[config.mk]
export PLATFORM = sky130hd
export DESIGN_NAME = asf_serial_ctrl
export DESIGN_NICKNAME = d
export VERILOG_FILES = /design/src/rtl/asf_pkg.sv /design/src/rtl/asf_sample_mem.sv /design/src/rtl/asf_serial_ctrl.sv
export SDC_FILE = /design/constraint.sdc
export NUM_CORES = 2
export LEC_CHECK = 0
export BUFFER_PORTS_ARGS = -buffer_cell sky130_fd_sc_hd__clkbuf_2
export CAP_MARGIN = 20
export CORE_MARGIN = 2
export CORE_UTILIZATION = 55
export DETAILED_ROUTE_END_ITERATION = 16
export PLACE_DENSITY = 0.82
export RECOVER_POWER = 100
export SLEW_MARGIN = 20
export SYNTH_ARGS = -nofsm -noshare
export SYNTH_HDL_FRONTEND = slang
export SYNTH_HIERARCHICAL = 1
export SYNTH_SLANG_ARGS = --single-unit
export TNS_END_PERCENT = 100
[constraint.sdc]
create_clock -name clk -period 3.35 [get_ports clk]
set_input_delay 0.67 -clock clk [delete_from_list [all_inputs] [get_ports clk]]
set_output_delay 0.67 -clock clk [all_outputs]
set_load 0.005 [all_outputs]
[src/rtl/asf_pkg.sv]
package asf_pkg;
  localparam int ADDR_W     = 8;
  localparam int DATA_W     = 32;
  localparam int SMP_W      = 16;
  localparam int FIFO_DEPTH = 32;
  localparam int PTR_W      = 5;
  localparam int LVL_W      = 6;
  localparam int DIV_W      = 8;
  localparam int IRQ_W      = 4;

  // register byte addresses
  localparam logic [ADDR_W-1:0] OFS_FMT      = 8'h00;
  localparam logic [ADDR_W-1:0] OFS_STATUS   = 8'h04;
  localparam logic [ADDR_W-1:0] OFS_CFG      = 8'h08;
  localparam logic [ADDR_W-1:0] OFS_DATA     = 8'h0C;
  localparam logic [ADDR_W-1:0] OFS_IRQ_STAT = 8'h10;
  localparam logic [ADDR_W-1:0] OFS_IRQ_MASK = 8'h14;

  // serial_format_control fields
  localparam int FMT_STOP  = 12;
  localparam int FMT_SYSEN = 4;
  localparam int FMT_MSB   = 0;
  // fifo_status fields
  localparam int ST_RFL = 24;
  localparam int ST_TFL = 8;
  localparam int ST_ROR = 6;
  localparam int ST_TUR = 5;
  localparam int ST_RFS = 4;
  localparam int ST_TFS = 3;
  // frame_configuration fields
  localparam int CFG_EN     = 0;
  localparam int CFG_ACLINK = 1;
  localparam int CFG_RXIE   = 2;
  localparam int CFG_TXIE   = 3;
  localparam int CFG_RXDE   = 4;
  localparam int CFG_TXDE   = 5;
  localparam int CFG_RXTH   = 8;
  localparam int CFG_TXTH   = 16;
  localparam int CFG_DIV    = 24;
  localparam logic [DATA_W-1:0] CFG_MASK = 32'hFF3F3F3F;
  // interrupt status / mask bits
  localparam int IRQ_ROR = 0;
  localparam int IRQ_TUR = 1;
  localparam int IRQ_RFS = 2;
  localparam int IRQ_TFS = 3;

  localparam logic [1:0]       RESP_OKAY   = 2'h0;
  localparam logic [1:0]       RESP_SLVERR = 2'h2;
  localparam logic [4:0]       BITCNT_RST  = 5'h1F;
  localparam logic [3:0]       WORD_FIRST  = 4'h0;
  localparam logic [3:0]       WORD_LAST   = 4'hF;
  localparam logic [LVL_W-1:0] LVL_FULL    = 6'h20;

  typedef struct packed {
    logic              awvalid;
    logic [ADDR_W-1:0] awaddr;
    logic              wvalid;
    logic [DATA_W-1:0] wdata;
    logic [3:0]        wstrb;
    logic              bready;
    logic              arvalid;
    logic [ADDR_W-1:0] araddr;
    logic              rready;
  } asf_axi_req_type;

  typedef struct packed {
    logic              awready;
    logic              wready;
    logic              bvalid;
    logic [1:0]        bresp;
    logic              arready;
    logic              rvalid;
    logic [DATA_W-1:0] rdata;
    logic [1:0]        rresp;
  } asf_axi_rsp_type;

  typedef struct packed {
    logic bitClk;
    logic frameSync;
    logic dataOut;
    logic masterClk;
  } asf_link_out_type;

  function automatic logic [DATA_W-1:0] mergeStrb(input logic [DATA_W-1:0] old,
                                                  input logic [DATA_W-1:0] nw,
                                                  input logic [3:0]        strb);
    logic [DATA_W-1:0] r;
    r = old;
    for (int i = 0; i < 4; i++) begin
      if (strb[i]) begin
        r[i*8 +: 8] = nw[i*8 +: 8];
      end
    end
    return r;
  endfunction

  // bit position inside a channel word; i2s lags frame sync by one bit
  function automatic logic [4:0] wordPos(input logic [4:0] cnt, input logic msb);
    return cnt - {4'h0, ~msb};
  endfunction
endpackage

[src/rtl/asf_sample_mem.sv]
`timescale 1ns/10ps
module asf_sample_mem (
  input  wire logic                       clk,    // system clock
  input  wire logic                       rst_n,  // synchronous reset
  input  wire logic                       wrEn,   // write strobe
  input  wire logic [asf_pkg::PTR_W-1:0]  wrAddr, // write address
  input  wire logic [asf_pkg::SMP_W-1:0]  wrData, // write sample
  input  wire logic [asf_pkg::PTR_W-1:0]  rdAddr, // read address
  output      logic [asf_pkg::SMP_W-1:0]  rdData  // registered read sample
);
  import asf_pkg::*;

  typedef struct packed {
    logic [FIFO_DEPTH-1:0][SMP_W-1:0] mem;
    logic [SMP_W-1:0]                 rd;
  } asf_mem_state_type;

  asf_mem_state_type s_q;
  asf_mem_state_type s_d;

  always_comb begin
    s_d    = s_q;
    s_d.rd = s_q.mem[rdAddr];
    if (wrEn) begin
      s_d.mem[wrAddr] = wrData;
    end
  end

  always_ff @(posedge clk) begin
    if (!rst_n) begin
      s_q <= '0;
    end else begin
      s_q <= s_d;
    end
  end

  assign rdData = s_q.rd;
endmodule

[src/rtl/asf_serial_ctrl.sv]
`timescale 1ns/10ps
// Function
// - stop control halts bit clock when set
// - ac-link format ignores this control register
// - enable bit drives master clock out
// - format select: 0 i2s, 1 msb-justified
// - reserved bits ignore writes, read zero
// - receive level read-only, 0 to 32
// - transmit level read-only, 0 to 32
// - sticky overrun on write to full receive
// - sticky underrun on read of empty transmit
// - write 0 clears flags, 1 keeps
// - receive request while level at/above threshold
// - transmit request while level at/below threshold
// - requests raise interrupt and/or dma by enables
module asf_serial_ctrl (
  input  wire logic                      clk,          // 20 MHz system clock
  input  wire logic                      rst_n,        // synchronous reset
  input  wire asf_pkg::asf_axi_req_type  axiReq,       // axi4-lite master to slave
  output      asf_pkg::asf_axi_rsp_type  axiRsp,       // axi4-lite slave to master
  input  wire logic                      serialDataIn, // serial data from codec
  output      asf_pkg::asf_link_out_type linkOut,      // serial link pins
  output      logic                      rxDmaReq,     // receive dma request
  output      logic                      txDmaReq,     // transmit dma request
  output      logic                      irq           // level interrupt
);
  import asf_pkg::*;

  typedef struct packed {
    logic              awHave;
    logic [ADDR_W-1:0] awAddr;
    logic              wHave;
    logic [DATA_W-1:0] wData;
    logic [3:0]        wStrb;
    logic              bValid;
    logic [1:0]        bResp;
    logic              rValid;
    logic [DATA_W-1:0] rData;
    logic [1:0]        rResp;
    logic              stop;
    logic              sysEn;
    logic              msbFmt;
    logic [DATA_W-1:0] cfg;
    logic              receive_overrun_flag;
    logic              transmit_underrun_flag;
    logic [IRQ_W-1:0]  irqStat;
    logic [IRQ_W-1:0]  irqMask;
    logic [LVL_W-1:0]  txWr;
    logic [LVL_W-1:0]  txRd;
    logic [LVL_W-1:0]  rxWr;
    logic [LVL_W-1:0]  rxRd;
    logic              txPushed;
    logic              rxPushed;
    logic [DIV_W-1:0]  divCnt;
    logic              bck;
    logic [4:0]        bitCnt;
    logic [SMP_W-1:0]  txSh;
    logic [SMP_W-1:0]  rxSh;
    logic              sdOut;
    logic              lr;
    logic              sdMeta;
    logic              sdSync;
    logic              mclk;
  } asf_core_state_type;

  asf_core_state_type s_q;
  asf_core_state_type s_d;

  logic [SMP_W-1:0] txRdData;
  logic [SMP_W-1:0] rxRdData;
  logic [LVL_W-1:0] txLvl;
  logic [LVL_W-1:0] rxLvl;
  logic             receive_service_request;
  logic             transmit_service_request;
  logic             acLink;
  logic             engRun;
  logic             txPush;
  logic             rxPush;
  logic [4:0]       curPos;

  assign txLvl  = s_q.txWr - s_q.txRd;
  assign rxLvl  = s_q.rxWr - s_q.rxRd;
  assign receive_service_request    = rxLvl >= s_q.cfg[CFG_RXTH +: LVL_W];
  assign transmit_service_request    = txLvl <= s_q.cfg[CFG_TXTH +: LVL_W];
  assign acLink = s_q.cfg[CFG_ACLINK];
  // stop only counts in the serial formats; ac-link leaves the engine idle
  assign engRun = s_q.cfg[CFG_EN] & ~acLink & ~s_q.stop;

  // a sample written last cycle is not yet on the registered read port
  assign txPush = s_q.awHave & s_q.wHave & ({s_q.awAddr[ADDR_W-1:2], 2'b00} == OFS_DATA)
                  & (txLvl != LVL_FULL) & s_q.wStrb[0] & s_q.wStrb[1];
  assign curPos = wordPos(s_q.bitCnt, s_q.msbFmt);
  assign rxPush = engRun && (s_q.divCnt == s_q.cfg[CFG_DIV +: DIV_W]) && !s_q.bck
                  && (curPos[3:0] == WORD_LAST)
                  && (rxLvl != LVL_FULL);

  asf_sample_mem txMem (
    .clk    (clk),
    .rst_n  (rst_n),
    .wrEn   (txPush),
    .wrAddr (s_q.txWr[PTR_W-1:0]),
    .wrData (s_q.wData[SMP_W-1:0]),
    .rdAddr (s_q.txRd[PTR_W-1:0]),
    .rdData (txRdData)
  );

  asf_sample_mem rxMem (
    .clk    (clk),
    .rst_n  (rst_n),
    .wrEn   (rxPush),
    .wrAddr (s_q.rxWr[PTR_W-1:0]),
    .wrData ({s_q.rxSh[SMP_W-2:0], s_q.sdSync}),
    .rdAddr (s_q.rxRd[PTR_W-1:0]),
    .rdData (rxRdData)
  );

  always_comb begin
    logic [DATA_W-1:0] mw;
    logic [DATA_W-1:0] rw;
    logic [ADDR_W-1:0] ra;
    logic [ADDR_W-1:0] wa;
    logic [4:0]        cnt;
    logic [4:0]        pos;
    logic [LVL_W-1:0]  txAvail;
    logic [LVL_W-1:0]  rxAvail;
    logic              halfTick;
    logic [IRQ_W-1:0]  irqSet;
    mw       = '0;
    rw       = '0;
    ra       = {axiReq.araddr[ADDR_W-1:2], 2'b00};
    wa       = {s_q.awAddr[ADDR_W-1:2], 2'b00};
    cnt      = s_q.bitCnt;
    pos      = wordPos(s_q.bitCnt, s_q.msbFmt);
    txAvail  = txLvl - {5'h00, s_q.txPushed};
    rxAvail  = rxLvl - {5'h00, s_q.rxPushed};
    halfTick = engRun && (s_q.divCnt == s_q.cfg[CFG_DIV +: DIV_W]);
    irqSet   = '0;
    s_d      = s_q;

    // pin input: two flops before anything looks at it
    s_d.sdMeta   = serialDataIn;
    s_d.sdSync   = s_q.sdMeta;
    s_d.txPushed = txPush;
    s_d.rxPushed = rxPush;

    // write channel: address and data taken in either order
    if (axiReq.awvalid && axiRsp.awready) begin
      s_d.awHave = 1'b1;
      s_d.awAddr = axiReq.awaddr;
    end
    if (axiReq.wvalid && axiRsp.wready) begin
      s_d.wHave = 1'b1;
      s_d.wData = axiReq.wdata;
      s_d.wStrb = axiReq.wstrb;
    end
    if (s_q.bValid && axiReq.bready) begin
      s_d.bValid = 1'b0;
    end
    if (s_q.awHave && s_q.wHave) begin
      s_d.awHave = 1'b0;
      s_d.wHave  = 1'b0;
      s_d.bValid = 1'b1;
      s_d.bResp  = RESP_OKAY;
      case (wa)
        OFS_FMT: begin
          mw         = mergeStrb({19'h0, s_q.stop, 7'h00, s_q.sysEn, 3'h0, s_q.msbFmt},
                                 s_q.wData, s_q.wStrb);
          s_d.stop   = mw[FMT_STOP];
          s_d.sysEn  = mw[FMT_SYSEN];
          s_d.msbFmt = mw[FMT_MSB];
        end
        OFS_STATUS: begin
          mw = mergeStrb({DATA_W{1'b1}}, s_q.wData, s_q.wStrb);
          if (!mw[ST_ROR]) begin
            s_d.receive_overrun_flag = 1'b0;
          end
          if (!mw[ST_TUR]) begin
            s_d.transmit_underrun_flag = 1'b0;
          end
        end
        OFS_CFG: begin
          s_d.cfg = mergeStrb(s_q.cfg, s_q.wData, s_q.wStrb) & CFG_MASK;
        end
        OFS_DATA: begin
          if (txPush) begin
            s_d.txWr = s_q.txWr + 6'h01;
          end
        end
        OFS_IRQ_STAT: begin
          mw          = mergeStrb('0, s_q.wData, s_q.wStrb);
          s_d.irqStat = s_q.irqStat & ~mw[IRQ_W-1:0];
        end
        OFS_IRQ_MASK: begin
          mw          = mergeStrb({28'h0000000, s_q.irqMask}, s_q.wData, s_q.wStrb);
          s_d.irqMask = mw[IRQ_W-1:0];
        end
        default: begin
          s_d.bResp = RESP_SLVERR;
        end
      endcase
    end

    // read channel: one read in flight, data taken at the address edge
    if (s_q.rValid && axiReq.rready) begin
      s_d.rValid = 1'b0;
    end
    if (axiReq.arvalid && axiRsp.arready) begin
      s_d.rValid = 1'b1;
      s_d.rResp  = RESP_OKAY;
      case (ra)
        OFS_FMT: begin
          rw[FMT_STOP]  = s_q.stop;
          rw[FMT_SYSEN] = s_q.sysEn;
          rw[FMT_MSB]   = s_q.msbFmt;
        end
        OFS_STATUS: begin
          rw[ST_RFL +: LVL_W] = rxLvl;
          rw[ST_TFL +: LVL_W] = txLvl;
          rw[ST_ROR]          = s_q.receive_overrun_flag;
          rw[ST_TUR]          = s_q.transmit_underrun_flag;
          rw[ST_RFS]          = receive_service_request;
          rw[ST_TFS]          = transmit_service_request;
        end
        OFS_CFG: begin
          rw = s_q.cfg;
        end
        OFS_DATA: begin
          // empty fifo reads zero and pops nothing
          if (rxAvail != '0) begin
            rw[SMP_W-1:0] = rxRdData;
            s_d.rxRd      = s_q.rxRd + 6'h01;
          end
        end
        OFS_IRQ_STAT: begin
          rw[IRQ_W-1:0] = s_q.irqStat;
        end
        OFS_IRQ_MASK: begin
          rw[IRQ_W-1:0] = s_q.irqMask;
        end
        default: begin
          s_d.rResp = RESP_SLVERR;
        end
      endcase
      s_d.rData = rw;
    end

    // serial engine; bit clock half period is divider+1 cycles
    if (engRun) begin
      s_d.divCnt = halfTick ? '0 : s_q.divCnt + 8'h01;
    end
    if (halfTick) begin
      s_d.bck = ~s_q.bck;
      if (s_q.bck) begin
        cnt        = s_q.bitCnt + 5'h01;
        pos        = wordPos(cnt, s_q.msbFmt);
        s_d.bitCnt = cnt;
        s_d.lr     = cnt[4] ^ s_q.msbFmt;
        if (pos[3:0] == WORD_FIRST) begin
          if (txAvail != '0) begin
            s_d.txSh = txRdData;
            s_d.txRd = s_q.txRd + 6'h01;
          end else begin
            s_d.txSh = '0;
            s_d.transmit_underrun_flag  = 1'b1;
            irqSet[IRQ_TUR] = 1'b1;
          end
        end else begin
          s_d.txSh = {s_q.txSh[SMP_W-2:0], 1'b0};
        end
        s_d.sdOut = s_d.txSh[SMP_W-1];
      end else begin
        s_d.rxSh = {s_q.rxSh[SMP_W-2:0], s_q.sdSync};
        if (pos[3:0] == WORD_LAST) begin
          if (rxPush) begin
            s_d.rxWr = s_q.rxWr + 6'h01;
          end else begin
            s_d.receive_overrun_flag = 1'b1;
            irqSet[IRQ_ROR] = 1'b1;
          end
        end
      end
    end

    // master clock runs at half the system clock while enabled, outside ac-link
    s_d.mclk = (s_q.sysEn & ~acLink) ? ~s_q.mclk : 1'b0;

    // sticky interrupt bits; a set in the clearing cycle still lands
    irqSet[IRQ_RFS] = receive_service_request & s_q.cfg[CFG_RXIE];
    irqSet[IRQ_TFS] = transmit_service_request & s_q.cfg[CFG_TXIE];
    s_d.irqStat     = s_d.irqStat | irqSet;
  end

  always_ff @(posedge clk) begin
    if (!rst_n) begin
      s_q        <= '0;
      s_q.bitCnt <= BITCNT_RST;
    end else begin
      s_q <= s_d;
    end
  end

  assign axiRsp.awready   = ~s_q.awHave & ~s_q.bValid;
  assign axiRsp.wready    = ~s_q.wHave & ~s_q.bValid;
  assign axiRsp.bvalid    = s_q.bValid;
  assign axiRsp.bresp     = s_q.bResp;
  assign axiRsp.arready   = ~s_q.rValid;
  assign axiRsp.rvalid    = s_q.rValid;
  assign axiRsp.rdata     = s_q.rData;
  assign axiRsp.rresp     = s_q.rResp;
  assign linkOut.bitClk    = s_q.bck;
  assign linkOut.frameSync = s_q.lr;
  assign linkOut.dataOut   = s_q.sdOut;
  assign linkOut.masterClk = s_q.mclk;
  assign rxDmaReq = receive_service_request & s_q.cfg[CFG_RXDE];
  assign txDmaReq = transmit_service_request & s_q.cfg[CFG_TXDE];
  assign irq      = |(s_q.irqStat & s_q.irqMask);
endmodule
==> impl_metrics.json <==
{
  "fp.dieH_um": 328,
  "cts_buffers": 130,
  "drive_above_1_share": 0.163,
  "power_switching_uw": 6790,
  "place_ws_ns": -0.124,
  "pwr-share-clk": 0.489,
  "setup_ws_ns": -0.509,
  "path_cells": "inv_1 > ha_4 > o21ai_1 > a21oi_2 > a31oi_1 > and2_4 > clkinv_2 > ha_1 > nor2_1 > a211o_1 > o21a_1 > clkbuf_2",
  "drv_slew": 140,
  "dp.final_hpwl_um": 105000,
  "clock_sinks": 1246,
  "rows": 118,
  "wirelength_um": 174000,
  "critPathKind": "reg -> out",
  "combPwrFrac": 0.026,
  "grt_pass1_wl_um": 262000,
  "tritoncts": "built",
  "dieArea_mm2": 0.108,
  "gp_congestion": 0.908,
  "hp-class": "in -> reg",
  "internal-power_uw": 24000,
  "fin_area_mm2": 0.0661,
  "ant_nets": 0,
  "die_x_um": 328,
  "first_global_vias": 47100,
  "arrival_ns": 3.19,
  "cp_num_buf_inv": 3,
  "drt-wirelength-per-cell_um": 21.8,
  "track_usage": 0.307,
  "synthFlopType": "dfxtp_1",
  "finalSetupViolCount": 19,
  "critPathSlowestCell": "dfxtp_4",
  "core_area_mm2": 0.104,
  "htree_levels": 4,
  "io_pins": 108,
  "dpl-instance-area_mm2": 0.0610,
  "cts_buffer_depth": 3,
  "gr-total-overflow": 0,
  "swShare": 0.220,
  "firstDrtPassIters": 7,
  "hold_viol": 0,
  "drc": 0,
  "clk_latency_ns": 0.76,
  "max_stage_delay_ns": 0.35,
  "synth_area_per_cell_um2": 8.90,
  "netlist_area_mm2": 0.0579,
  "slew_headroom": -0.397,
  "ys_seq_area_frac": 0.431,
  "vias": 49200,
  "end_kind": "output pin",
  "synthArstFlopShare": 0,
  "antenna_found_initial": 3,
  "maxCapViolations": 2,
  "outcome": "finished, violations left",
  "ys_ff_latch": 1246,
  "postCtsHoldBufs": 0,
  "portBuffers": 97,
  "violations": "max-capacitance violations, max-slew violations, negative setup slack",
  "synth.distinct_cells": 89,
  "cts-root-buf": "clkbuf_16",
  "nNetsFinal": 6583,
  "leakage_uw": 0.0227,
  "fin_crit_ns": 3.86,
  "required_ns": 2.68,
  "num-fill-cells": 7807,
  "ir_drop_mv": 0.546,
  "fin_worst_skew_ns": 0.0393,
  "cp_max_fo": 4,
  "clk_pin_slew_ns": 0.06,
  "worstSetupStartpointType": "flop",
  "area_delta_synth_final_pct": 14.3,
  "fin_crit_sh": 1.15,
  "seqPwrFrac": 0.485,
  "drtIter0Drc": 6145,
  "grt_max_degree": 160,
  "power_density_mw_per_mm2": 466,
  "cp_top_family": "compound AO/OA/AOI/OAI gates",
  "rsz0062_at_grt": "yes",
  "fmax_mhz": 259,
  "synth_edf_count": 0,
  "start_util": 0.557,
  "tightest_slew_ns": 2.10,
  "yosysWarnings": 6,
  "vias_per_cell": 6.17,
  "syn_inst": 6501
}
==> path summary, 6_finish.rpt <==
kind	slack, ns	from	to	cells past startpoint
worst min register to register	0.43	linkOut[0]	linkOut[0]	1
worst max-delay path	-0.51	s_q[67]	txDmaReq	12
worst max register to register	-0.14	s_q[66]	txMem/rdData[0]	7
worst min-delay path	0.11	axiReq[0]	axiRsp[34]	2
==> synthesized netlist by cell type (12+ instances only) <==
| library cell | n | area (um2) |
|---|---|---|
| nand2_1 | 2355 | 8840 |
| dfxtp_1 | 1246 | 24900 |
| a21boi_0 | 749 | 5620 |
| clkbuf_1 | 341 | 1280 |
| a21boi_1 | 276 | 2070 |
| mux4_2 | 170 | 3830 |
| a21oi_1 | 150 | 751 |
| buf_4 | 138 | 1040 |
| mux2i_1 | 101 | 1010 |
| buf_2 | 75 | 375 |
| mux2_2 | 66 | 743 |
| nand3_1 | 61 | 305 |
| nor2_1 | 58 | 218 |
| mux4_1 | 54 | 1420 |
| o21ai_0 | 46 | 230 |
| inv_1 | 45 | 169 |
| a31oi_1 | 37 | 231 |
| a22oi_1 | 34 | 255 |
| ha_1 | 33 | 413 |
| o221ai_1 | 32 | 280 |
| a221oi_1 | 30 | 263 |
| and3_1 | 28 | 175 |
| buf_6 | 27 | 304 |
| nor2_4 | 27 | 304 |
| nor2_2 | 22 | 138 |
| xnor2_1 | 19 | 166 |
| nand2b_1 | 17 | 106 |
| nand4_1 | 15 | 93.8 |
| nor2b_1 | 15 | 93.8 |
| nor3_1 | 15 | 75.1 |
| o2bb2ai_1 | 15 | 131 |
| and2_1 | 14 | 87.6 |
| xor2_1 | 13 | 114 |
| a211oi_1 | 12 | 90.1 |
==> routing by layer <==
| layer | share of wire | global-route usage | routed length (um) | vias to the layer above |
|---|---|---|---|---|
| met5 | 0.00016 | 0 | 28 | - |
| met3 | 0.11 | 0.0632 | 18700 | 544 |
| met4 | 0.045 | 0.141 | 7820 | 4 |
| li1 | - | - | - | 22000 |
| met1 | 0.39 | 0.408 | 68200 | 23800 |
| met2 | 0.45 | 0.482 | 78900 | 2844 |
==> cells by family (layout without fill, tap and decap cells) <==
kind of cell               Yosys count  count (layout)  synth area share
AOI/OAI and AO/OA                 1433            1433             0.180
muxes                              391             391             0.121
buffers and inverters              642             725            0.0561
adders and majority gates           35              35           0.00783
and+or+nand+nor                   2720            2724             0.198
DFF                               1246            1246             0.431
xor gates and xnor gates            33              33           0.00512
other                                1               5         0.0000648
==> timing repair <==
action,4_1_cts,5_1_grt
setup buffers,6,19
cloned,0,6
endpoints found under the setup margin,286,647
resized for setup,30,198
hold endpoints to repair,0,0
pin swaps,10,43
==> through the flow <==
stage,hold WS (ns),TNS (ns),util,power [uW],instances
after CTS,0.0870,-0.919,0.631,30800,7946
final,0.110,-1.84,0.636,30800,7972
after global placement,0.411,-0.329,0.587,16000,7705
after global routing,0.126,-12.27,0.636,31500,7971
after detailed placement,0.419,-10.08,0.587,16000,7705
after floorplan,0.402,0,-,15800,6504
==> flip-flops by register name (all words and copies together) (netlist names) <==
register / cells
txMem/s_q: 512
acLink: 1
s_q: 150
rxMem/s_q: 512
s_d: 1
axiRsp: 34
txMem/rdData: 16
linkOut: 4
rxMem/rdData: 16
==> area by class of cell <==
type                       instances  area (um2)  share of cell area
antenna                            1        2.50           0.0000378
clock buffer                     189        3880              0.0587
tap                             1380        1730              0.0261
multi-input combinational       4620       30100               0.456
inverter                          47         181             0.00274
sequential                      1246       25000               0.378
clock inverter                    46         589             0.00891
timing repair buffer             443        4640              0.0702
==> worst reg2reg max path, delay by kind of cell, from the launching register on <==
kind / cells / cell delay [ns]
buffers and inverters: 3 / 1.46
AOI/OAI and AO/OA: 3 / 1.19
and+or+nand+nor: 1 / 0.37
DFF: 1 / 0.34
==> cells in the final DEF (no fill, tap or decap), drive strengths merged, types with 7 or more instances in the layout <==
cell / count
nor3b: 10
clkbuf: 298
nand2b: 17
o221ai: 32
and2: 15
o21a: 9
o21ai: 46
a31oi: 37
nor4: 9
mux4: 224
or3b: 9
o221a: 8
a221oi: 30
nor2: 120
bufinv: 10
xor2: 13
a211oi: 12
mux2: 66
nand2: 2355
nor3: 15
buf: 334
mux2i: 101
ha: 33
xnor2: 20
a21boi: 1025
dfxtp: 1246
o2111ai: 8
nand3b: 12
nand4: 17
o2bb2ai: 15
a22oi: 34
inv: 57
nand3: 66
and3b: 11
or3: 7
and3: 31
nor2b: 15
a21oi: 150
clkinv: 24
==> power by group through the flow <==
stage / clock (uW) / combinational (uW) / sequential (uW)
detailed placement: 0 / 758 / 15300
global placement: 0 / 747 / 15300
floorplan: 0 / 548 / 15200
finish: 15100 / 791 / 14900
CTS: 15100 / 762 / 14900
global route: 15700 / 828 / 14900
(Power assumes the default switching activity.)
